File: src/common/sapc_pkg.sv
// constants for the serial converter port control block
package sapc_pkg;
   localparam int          FRAME_BITS      = 16;
   localparam int          CTRL_BITS       = 8;
   localparam int          RESULT_BITS     = 12;
   localparam int          LEAD_ZEROS      = 4;
   localparam int          CNT_W           = 5;
   localparam logic [7:0]  CTRL_RESET      = 8'h00;
   localparam int          CH_HI           = 5;
   localparam int          CH_LO           = 3;
   localparam int          REF_BIT         = 2;
   localparam int          ZERO_BIT        = 6;
   localparam int          IGNORED_BIT     = 7;
   localparam int          PM_HI           = 1;
   localparam int          PM_LO           = 0;
   localparam int          SAR_STEPS       = 12;
   localparam int          BUF_DEPTH       = 2;
endpackage : sapc_pkg

File: src/common/sapc_word_if.sv
// valid/ready word carrier between the port control and its result buffer
interface sapc_word_if #(parameter int W = 12);
   logic         valid;
   logic         ready;
   logic [W-1:0] data;
   modport src (output valid, output data, input ready);
   modport dst (input valid, input data, output ready);
endinterface : sapc_word_if

File: src/rtl/sapc_buf.sv
// two-entry result buffer with valid and ready on both sides
module sapc_buf #(
   parameter int W = 12
) (
   input  wire logic clk,
   input  wire logic rst_n,
   sapc_word_if.dst  in_if,
   sapc_word_if.src  out_if
);
   typedef struct packed {
      logic [1:0][W-1:0] mem;
      logic [1:0]        cnt;
      logic              rd;
      logic              wr;
   } sapc_buf_st_t;

   sapc_buf_st_t st_ff;
   sapc_buf_st_t nxt_st;
   logic         push;
   logic         pop;

   assign in_if.ready  = (st_ff.cnt != 2'(sapc_pkg::BUF_DEPTH));
   assign out_if.valid = (st_ff.cnt != 2'h0);
   assign out_if.data  = st_ff.mem[st_ff.rd];
   assign push         = in_if.valid && in_if.ready;
   assign pop          = out_if.valid && out_if.ready;

   always_comb begin
      nxt_st = st_ff;
      if (push) begin
         nxt_st.mem[st_ff.wr] = in_if.data;
         nxt_st.wr            = ~st_ff.wr;
      end
      if (pop) begin
         nxt_st.rd = ~st_ff.rd;
      end
      nxt_st.cnt = st_ff.cnt + {1'b0, push} - {1'b0, pop};
   end

   always_ff @(posedge clk or negedge rst_n) begin
      if (!rst_n) begin
         st_ff <= '0;
      end else begin
         st_ff <= nxt_st;
      end
   end

   chk_buf_no_over: assert property (@(posedge clk) disable iff (!rst_n)
      st_ff.cnt <= 2'(sapc_pkg::BUF_DEPTH)) else $error("buffer count over depth");
endmodule : sapc_buf

File: src/rtl/sapc_top.sv
// serial port and conversion control of the eight-input sampling converter
// Function
// a low chip select starts a conversion and bounds one serial transfer.
// each control bit on the serial input is captured on a rising serial clock edge.
// each result bit is driven onto the serial output on a falling serial clock edge.
// the result word is four zeros then the twelve result bits, most significant first.
// the conversion advances only on serial clock edges supplied by the host.
// a three-bit channel field of the control word picks one of eight inputs.
// when a conversion completes the sampling stage returns to tracking.
// a transfer is sixteen clocks and only the first eight rising edges load control bits, msb first.
// the channel field is taken in at the end of the sequence and applies to the next conversion.
// the eight-bit control register is all zeros after reset.
// bit 2 disables the reference when set, bit 6 must be zero and bit 7 is ignored.
// the serial output is released while chip select is high.
module sapc_top (
   input  wire logic        CORE_CLK,
   input  wire logic        RESETN,
   input  wire logic        CS_N,
   input  wire logic        SCLK,
   input  wire logic        SDI,
   input  wire logic        CMP_IN,
   input  wire logic        RESULT_READY,
   output logic             SDO,
   output logic             SDO_OE,
   output logic [2:0]       CHANNEL_SEL,
   output logic             REF_DISABLE,
   output logic [1:0]       POWER_MODE,
   output logic             TRACKING,
   output logic [11:0]      SAR_TRIAL,
   output logic             CTRL_BIT6_ERR,
   output logic             RESULT_VALID,
   output logic [11:0]      RESULT_DATA
);
   typedef enum logic [1:0] {SAPC_IDLE, SAPC_XFER, SAPC_DONE} sapc_state_t;

   typedef struct packed {
      sapc_state_t state;
      logic        cs_q;
      logic        sclk_q;
      logic [4:0]  bits;
      logic [7:0]  shift;
      logic [7:0]  ctrl;
      logic [2:0]  chan;
      logic [3:0]  step;
      logic [11:0] sar;
      logic [15:0] out_word;
      logic        sdo;
      logic        sdo_oe;
      logic        track;
      logic        push;
      logic        err6;
   } sapc_st_t;

   sapc_st_t    st_ff;
   sapc_st_t    nxt_st;
   logic        rise;
   logic        fall;
   logic        cs_fall;
   logic        buf_valid;
   logic [11:0] buf_data;

   sapc_word_if #(.W(sapc_pkg::RESULT_BITS)) res_in ();
   sapc_word_if #(.W(sapc_pkg::RESULT_BITS)) res_out ();

   function automatic logic [11:0] trial_bit(input logic [3:0] s);
      trial_bit = 12'h800 >> s;
   endfunction

   assign rise          = SCLK && !st_ff.sclk_q;
   assign fall          = !SCLK && st_ff.sclk_q;
   assign cs_fall       = !CS_N && st_ff.cs_q;
   assign res_in.valid  = st_ff.push;
   assign res_in.data   = st_ff.sar;
   // output stage takes a word when it is empty or being drained, so a stall loses nothing
   assign res_out.ready = !RESULT_VALID || RESULT_READY;

   always_comb begin
      nxt_st        = st_ff;
      nxt_st.cs_q   = CS_N;
      nxt_st.sclk_q = SCLK;
      nxt_st.push   = 1'b0;
      case (st_ff.state)
         SAPC_IDLE: begin
            if (cs_fall) begin
               nxt_st.state    = SAPC_XFER;
               nxt_st.bits     = '0;
               nxt_st.step     = '0;
               nxt_st.sar      = trial_bit(4'h0);
               nxt_st.track    = 1'b0;
               nxt_st.sdo_oe   = 1'b1;
               nxt_st.sdo      = 1'b0;
               nxt_st.out_word = {4'h0, st_ff.sar};
            end
         end
         SAPC_XFER: begin
            if (CS_N) begin
               nxt_st.state  = SAPC_IDLE;
               nxt_st.sdo_oe = 1'b0;
               nxt_st.track  = 1'b1;
            end else begin
               if (rise) begin
                  nxt_st.bits = st_ff.bits + 5'h01;
                  if (st_ff.bits < 5'(sapc_pkg::CTRL_BITS)) begin
                     nxt_st.shift = {st_ff.shift[6:0], SDI};
                  end
                  if (st_ff.bits == 5'(sapc_pkg::CTRL_BITS - 1)) begin
                     nxt_st.ctrl = {st_ff.shift[6:0], SDI};
                     nxt_st.err6 = st_ff.shift[sapc_pkg::ZERO_BIT - 1];
                  end
                  if (st_ff.step < 4'(sapc_pkg::SAR_STEPS)) begin
                     nxt_st.sar  = (CMP_IN ? st_ff.sar : st_ff.sar & ~trial_bit(st_ff.step))
                                 | ((st_ff.step < 4'(sapc_pkg::SAR_STEPS - 1)) ?
                                    trial_bit(st_ff.step + 4'h1) : 12'h000);
                     nxt_st.step = st_ff.step + 4'h1;
                  end
                  if (st_ff.bits == 5'(sapc_pkg::FRAME_BITS - 1)) begin
                     nxt_st.state = SAPC_DONE;
                  end
               end
               if (fall) begin
                  nxt_st.out_word = {st_ff.out_word[14:0], 1'b0};
                  nxt_st.sdo      = st_ff.out_word[14];
               end
            end
         end
         SAPC_DONE: begin
            nxt_st.track = 1'b1;
            nxt_st.chan  = st_ff.ctrl[sapc_pkg::CH_HI:sapc_pkg::CH_LO];
            nxt_st.push  = res_in.ready;
            if (CS_N) begin
               nxt_st.sdo_oe = 1'b0;
            end
            if (fall) begin
               nxt_st.sdo = 1'b0;
            end
            if (CS_N && res_in.ready) begin
               nxt_st.state = SAPC_IDLE;
            end else if (!CS_N && res_in.ready) begin
               nxt_st.state = SAPC_IDLE;
            end
         end
         default: begin
            nxt_st.state = SAPC_IDLE;
         end
      endcase
   end

   always_ff @(posedge CORE_CLK or negedge RESETN) begin
      if (!RESETN) begin
         st_ff       <= '0;
         st_ff.state <= SAPC_IDLE;
         st_ff.cs_q  <= 1'b1;
         st_ff.track <= 1'b1;
         st_ff.ctrl  <= sapc_pkg::CTRL_RESET;
      end else begin
         st_ff <= nxt_st;
      end
   end

   always_ff @(posedge CORE_CLK or negedge RESETN) begin
      if (!RESETN) begin
         SDO           <= 1'b0;
         SDO_OE        <= 1'b0;
         CHANNEL_SEL   <= 3'h0;
         REF_DISABLE   <= 1'b0;
         POWER_MODE    <= 2'h0;
         TRACKING      <= 1'b1;
         SAR_TRIAL     <= 12'h000;
         CTRL_BIT6_ERR <= 1'b0;
         RESULT_VALID  <= 1'b0;
         RESULT_DATA   <= 12'h000;
      end else begin
         SDO           <= st_ff.sdo;
         SDO_OE        <= st_ff.sdo_oe && !CS_N;
         CHANNEL_SEL   <= st_ff.chan;
         REF_DISABLE   <= st_ff.ctrl[sapc_pkg::REF_BIT];
         POWER_MODE    <= st_ff.ctrl[sapc_pkg::PM_HI:sapc_pkg::PM_LO];
         TRACKING      <= st_ff.track;
         SAR_TRIAL     <= st_ff.sar;
         CTRL_BIT6_ERR <= st_ff.err6;
         RESULT_VALID  <= (buf_valid && res_out.ready) || (RESULT_VALID && !RESULT_READY);
         RESULT_DATA   <= (buf_valid && res_out.ready) ? buf_data : RESULT_DATA;
      end
   end

   assign buf_valid = res_out.valid;
   assign buf_data  = res_out.data;

   sapc_buf #(.W(sapc_pkg::RESULT_BITS)) u_buf (
      .clk    (CORE_CLK),
      .rst_n  (RESETN),
      .in_if  (res_in),
      .out_if (res_out)
   );

   chk_sdo_release: assert property (@(posedge CORE_CLK) disable iff (!RESETN)
      CS_N |=> !SDO_OE) else $error("serial output driven with select high");
   chk_frame_start: assert property (@(posedge CORE_CLK) disable iff (!RESETN)
      (st_ff.state == SAPC_IDLE && cs_fall) |=> st_ff.state == SAPC_XFER && st_ff.bits == 5'h00)
      else $error("frame did not start on select fall");
   chk_ctrl_load: assert property (@(posedge CORE_CLK) disable iff (!RESETN)
      (st_ff.state == SAPC_XFER && !CS_N && rise && st_ff.bits == 5'h07) |=> st_ff.ctrl[0] == $past(SDI))
      else $error("control byte lsb not loaded on eighth edge");
   chk_ctrl_hold: assert property (@(posedge CORE_CLK) disable iff (!RESETN)
      (st_ff.bits > 5'h07 && st_ff.state == SAPC_XFER) |=> $stable(st_ff.ctrl) || st_ff.bits == 5'h00)
      else $error("control changed after eighth edge");
   chk_sdo_fall: assert property (@(posedge CORE_CLK) disable iff (!RESETN)
      (st_ff.state == SAPC_XFER && !CS_N && !fall) |=> $stable(st_ff.sdo))
      else $error("serial output changed off a falling edge");
   chk_lead_zero: assert property (@(posedge CORE_CLK) disable iff (!RESETN)
      (st_ff.state == SAPC_XFER && st_ff.bits < 5'h04) |-> !st_ff.sdo)
      else $error("leading zero missing");
   chk_sar_edge: assert property (@(posedge CORE_CLK) disable iff (!RESETN)
      (st_ff.state == SAPC_XFER && !rise) |=> $stable(st_ff.step))
      else $error("conversion advanced without serial clock");
   chk_track_done: assert property (@(posedge CORE_CLK) disable iff (!RESETN)
      st_ff.state == SAPC_DONE |=> st_ff.track && st_ff.chan == $past(st_ff.ctrl[5:3]))
      else $error("no return to tracking or channel not taken");
   chk_chan_late: assert property (@(posedge CORE_CLK) disable iff (!RESETN)
      st_ff.state == SAPC_XFER |=> $stable(st_ff.chan))
      else $error("channel changed mid conversion");
   chk_ref_bit: assert property (@(posedge CORE_CLK) disable iff (!RESETN)
      1'b1 |=> REF_DISABLE == $past(st_ff.ctrl[2]))
      else $error("reference control does not follow bit 2");
   chk_chan_out: assert property (@(posedge CORE_CLK) disable iff (!RESETN)
      1'b1 |=> CHANNEL_SEL == $past(st_ff.chan))
      else $error("channel select does not follow stored field");
   chk_ctrl_reset: assert property (@(posedge CORE_CLK)
      $rose(RESETN) |-> st_ff.ctrl == sapc_pkg::CTRL_RESET) else $error("control not zero after reset");
   chk_result_hold: assert property (@(posedge CORE_CLK) disable iff (!RESETN)
      (RESULT_VALID && !RESULT_READY) |=> RESULT_VALID && $stable(RESULT_DATA))
      else $error("held result dropped or changed during stall");
endmodule : sapc_top

File: config.mk
export PLATFORM = sky130hd
export DESIGN_NAME = sapc_top
export DESIGN_NICKNAME = d
export VERILOG_FILES = /design/src/common/sapc_pkg.sv /design/src/common/sapc_word_if.sv /design/src/rtl/sapc_buf.sv /design/src/rtl/sapc_top.sv
export SDC_FILE = /design/constraint.sdc
export NUM_CORES = 1
export LEC_CHECK = 0
export ABC_AREA = 0
export BUFFER_PORTS_ARGS = -buffer_cell sky130_fd_sc_hd__buf_2
export CAP_MARGIN = 30
export CORE_MARGIN = 4
export CORE_UTILIZATION = 46
export CTS_CLUSTER_DIAMETER = 80
export CTS_CLUSTER_SIZE = 20
export DETAILED_ROUTE_END_ITERATION = 8
export GPL_ROUTABILITY_DRIVEN = 0
export PLACE_DENSITY_LB_ADDON = 0.15
export SETUP_SLACK_MARGIN = 0.5
export SYNTH_ARGS = -nofsm -noshare
export SYNTH_HDL_FRONTEND = slang
export SYNTH_HIERARCHICAL = 1
export SYNTH_SLANG_ARGS = --single-unit
File: constraint.sdc
create_clock -name CORE_CLK -period 1.94 [get_ports CORE_CLK]
set_clock_uncertainty 0.1 [all_clocks]
set_input_delay 0.097 -clock CORE_CLK [delete_from_list [all_inputs] [get_ports CORE_CLK]]
set_output_delay 0.097 -clock CORE_CLK [all_outputs]
set_load 0.01 [all_outputs]
## After elaboration in Yosys (flattened, before gate mapping)

Index checks and enable logic that the tools add are counted.

| cells by class | value |
|---|---|
| shifts and indexed selects | 2 |
| reduce and logical (&&, ||, !) cells | 30 |
| add/subtract/negate cells | 4 |
| bitwise logic cells | 6 |
| magnitude comparators | 6 |
| multiplexer cells | 31 |
| equality and inequality tests | 16 |

Operator list:

| operator | count |
|---|---|
| one-hot mux 32 bit (2 select lines) | 1 |
| 2-to-1 mux 12 bit | 5 |
| 2-to-1 mux 21 bit | 2 |
| 2-to-1 mux 35 bit | 1 |
| 2-to-1 mux 33 bit | 1 |
| 2-to-1 mux 16 bit | 2 |
| bitwise mux 24 bit | 1 |
| AND reduction 4 bit | 6 |
| right shift 12 x 4 -> 12 bit, first input constant | 2 |
| inequality test 2 bit, second input constant | 9 |
| 2-to-1 mux 17 bit | 1 |
| 2-to-1 mux 8 bit | 2 |
| 2-to-1 mux 2 bit | 7 |
| bitwise AND 12 bit | 1 |
| demux 12 bit (select 1 bit) | 1 |
| NOT 12 bit | 1 |
| bitwise OR 12 bit | 1 |
| logical AND 1 bit | 10 |
| one-hot mux 5 bit (2 select lines) | 1 |
| AND reduction 5 bit | 2 |
| inequality test 3 bit, second input constant | 3 |
| one-hot mux 3 bit (3 select lines) | 1 |
| < comparator 4 bit, second input constant | 2 |
| one-hot mux 2 bit (3 select lines) | 1 |
| other kinds (20) | 31 |

| storage, ports and cells | value |
|---|---|
| output and inout port bits | 35 |
| word-level logic and storage cells | 125 |
| flip-flop bits (word level) | 127 |

## Logic depth before layout (Yosys ltp)

| logic depth | value |
|---|---|
| word-level depth | 9 |
| gate-level depth with buffers | 8 |

## By module

The synthesis kept the hierarchy.

By module, submodules not included:

| module | area each (µm²) | instances | cells an instance | seq. area each (µm²) |
|---|---|---|---|---|
| sapc_top | 4,073.9 | 1 | 340 | 2,381.0 |
| sapc_buf | 1,326.3 | 1 | 80 | 700.7 |

## Worst setup path before layout

Ideal clock, no wire load.

| path | value |
|---|---|
| path kind | flip-flop to flip-flop |
| start point | register st_ff[63] (netlist name) |
| end point | register st_ff, in the netlist res_in.data[1] |
| setup slack | 0.049 ns |
| cell stages (with the launch flop) | 7 |
| arrival | 1.671 ns |
| clock period less this slack | 1.891 ns |
| data required time | 1.719 ns |
| path buffers | 0 |
| cell sequence | dfrtp_1 inv_1 ha_1 mux2i_2 nor2_4 and4_1 a22o_1 |

RTL lines:

| element | line | RTL |
|---|---|---|
| to (signal assigned) | sapc_top.sv:156 | `st_ff <= nxt_st;` |
| to (decl) | sapc_top.sv:54 | `sapc_st_t st_ff;` |

==> results.md <==
* WL final at approximately 13 mm
* HP Class: in -> reg
* Slowest Stage Delay on Critical Path at between 400 and 500 ps
* Commonest non-fill, non-tap cells in the layout: dfrtp_1, buf_2, mux2_4
* FP Rows at 39
* Layout cells sized above 1 at 0.521
* Total negative slack at 0 ps
* DP Worst Slack at 83.3 ps
* Total Nets Final at between 500 and 600
* Status: finished, violations left
* Tot GR Track Use at 0.184
* RSZ-0062 raised after global routing: true
* WP data required at between 2000 and 2500 ps
* Hold path start: RESULT_READY
* Root Driver: clkbuf_16
* Initial Util at 0.471
* Clock sink total at around 120
* DRT iter0 DRCs at 214
* Antenna viol nets, final at 0
* Cell taking the most area after synthesis: dfrtp_1
* Hold Vio Cnt, Final at 1
* Clk buf depth at 2
* Hold_ws at -11.3 ps
* Commonest non-fill, non-tap cell in the layout: dfrtp_1
* Clk pin slew, worst setup/hold paths at 60 ps
* Htree depth at 4
* Final setup viols at 0
* Worst hold path depth at 3
* R2r startpoint: st_ff[63]
* Cell Area, Synth at 0.00540 mm^2
* Hold path endpoint: RESULT_VALID
* Register area share after synthesis at 0.571
* R2R depth at 9
* Warnings from Yosys at 6
* Final setup margin at 54.4 ps
* Core Region at 0.0115 mm^2
* Area taken by flip-flops and latches at 0.00309 mm^2
* Slew headroom at 0.643
* CP max FO at 6
* Via/cell ratio at 5.31
* IO Pins at 42
* Failing checks: hold timing
* Static leakage at 0.00365 uW
* Ant diodes at 0
* GR Overflow Total at 0
* Max-slew violations at 0
* DRC Markers at 0
* Multi-input gate area at approximately 0.0026 mm^2
* Final period util at 0.972
* Post-synth EDFFs at 0
* Dominant synthesized flop cell: dfrtp_1
* # hold bufs at CTS at 5
* Area delta synth->final at 40.2%
* FF-to-FF setup slack at 50 ps
* Unique masters post-synth at 52
* Yosys reg bits at 123
* Num CTS Buffers at 17
* DR vias at 3672
* Syn Nets at 440
* Die width at around 120 um
* Worst setup EP type: register
* Finished Layout Cells at 692
* Max stage delay cell, worst path: dfrtp_2
* Peak VDD IR at 0.00126 V
* PortBufs at 41
* Die ar. at 0.0135 mm^2
* Most frequent CP cell: buf_6
* CTS tree: yes
* Largest net degree at the start of global routing at 39
* Post-Synthesis Cells at 420
* Pwr/cell area at 1270 mW/mm^2
* Syn Area/Cell at 12.9 um^2
* Max Clk Rate at approximately 530 MHz
* Synth top area cells: dfrtp_1, mux2_2, mux2_4
* Initial DRT Pass Iterations at 4
* Reg2reg end: res_in.data[9]
* Vias in the first global route at 3721
* Post-DP HPWL at roughly 7 mm
* Initial antenna violation count at 0
* Ys async rst share at 1.00
* # fillers at about 820
* Number of max-cap violations at 0
* Wirelength per Cell at 18.2 um
* Setup Crit Path Kind: reg -> reg
* CP startpoint kind: register
* Crit path DAT at 2080 ps
* Post-Place Cells at 603
* Yosys top cell area share at 0.556
* First-pass GRT wire length at about 19 mm
* Power Total at 9600 uW
* Worst skew pair latency at ~400 ps
* Worst path cell trace: buf_6 > ha_4 > buf_4 > buf_6 > o21ai_4 > buf_6 > buf_6 > nand3_1 > a22o_1
* Crit path time final at 1890 ps
* Die Ht at 116 um
* Worst slew pin tran at 536 ps
==> worst max-delay path, delay by kind of cell, from the launching register on <==
family | cells | cell delay (ps)
flops | 1 | 440
compound gates | 2 | 290
fa+ha+maj | 1 | 190
simple gates | 1 | 110
buf+inv | 5 | 640
==> how the worst max path moves through the flow <==
stage | startpoint | depth (start not counted) | slack [ps] | end
2_1_floorplan | st_ff[64] | 7 | 90 | st_ff[40]
3_3_place_gp | st_ff[63] | 7 | 130 | res_in.data[6]
3_5_place_dp | st_ff[63] | 7 | 80 | res_in.data[6]
4_1_cts | st_ff[56] | 6 | 150 | st_ff[63]
5_1_grt | st_ff[63] | 8 | 20 | st_ff[5]
6_report | st_ff[63] | 9 | 50 | res_in.data[9]
==> layer usage <==
layer | part of all wire | GRT usage | vias up
li1 | - | - | 1707
met1 | 0.43 | 0.237 | 1861
met5 | 0 | 0 | -
met3 | 0.037 | 0.0523 | 26
met2 | 0.51 | 0.295 | 78
met4 | 0.023 | 0.0750 | 0
==> power by group <==
part           internal, uW  switching, uW
clock network          2170           1120
registers              3010            404
logic                  1430           1470
==> registers in the layout, summed over array words and instances (netlist names) <==
register       flops
st_ff             47
REF_DISABLE        1
u_buf/st_ff       28
TRACKING           1
CHANNEL_SEL        3
SAR_TRIAL         12
res_in.valid       1
RESULT_VALID       1
SDO_OE             1
SDO                1
POWER_MODE         2
RESULT_DATA       12
res_in.data       12
CTRL_BIT6_ERR      1
==> logic make-up (layout without fill, tap and decap cells) <==
group,count (synthesis),after routing,synth area share
multiplexers,77,77,0.171
buffers and inverters,34,161,0.0320
flip-flops,123,123,0.571
XOR/XNOR,5,5,0.00811
AO/OA/AOI/OAI,63,63,0.0792
AND/OR/NAND/NOR,105,107,0.108
adder cells (fa/ha/maj),13,13,0.0301
==> synthesized netlist by cell type, drive strengths merged (2+ instances only) <==
cell    count
dfstp       3
nor3        2
a211oi      2
and3        2
nor2b       4
and4        2
buf        15
inv        16
xnor2       4
clkbuf      3
nor2       20
mux2       61
dfrtp     120
ha         13
o31ai       4
o21ai      15
nand3      15
nand2      34
and2        3
a22o       13
mux2i      16
nand2b     14
o32ai       2
a21oi      20
==> timing repair <==
action                                  in CTS  in global routing
setup buffers                               25                 21
pin swaps                                   12                 10
endpoints found under the setup margin      95                 95
gates cloned                                 4                  2
endpoints found under the hold margin      115                  1
gates resized for setup                     46                 61
==> metrics by stage <==
step | hold WS [ps] | utilization | instance area, um^2
floorplan | -299 | - | 5590
global placement | 2.15 | 0.523 | 6000
detailed placement | 6.33 | 0.523 | 6000
CTS | 21.8 | 0.621 | 7120
global route | -5.71 | 0.660 | 7570
finish | -11.3 | 0.660 | 7570
==> area by class of cell <==
class / count / area share
Tap cell: 143 / 0.0236
Inverter: 16 / 0.00793
Sequential cell: 123 / 0.408
Multi-Input combinational cell: 265 / 0.344
Timing Repair Buffer: 113 / 0.135
Clock inverter: 13 / 0.0230
Clock buffer: 19 / 0.0585
Note: power is estimated with default switching activity, not from simulation.
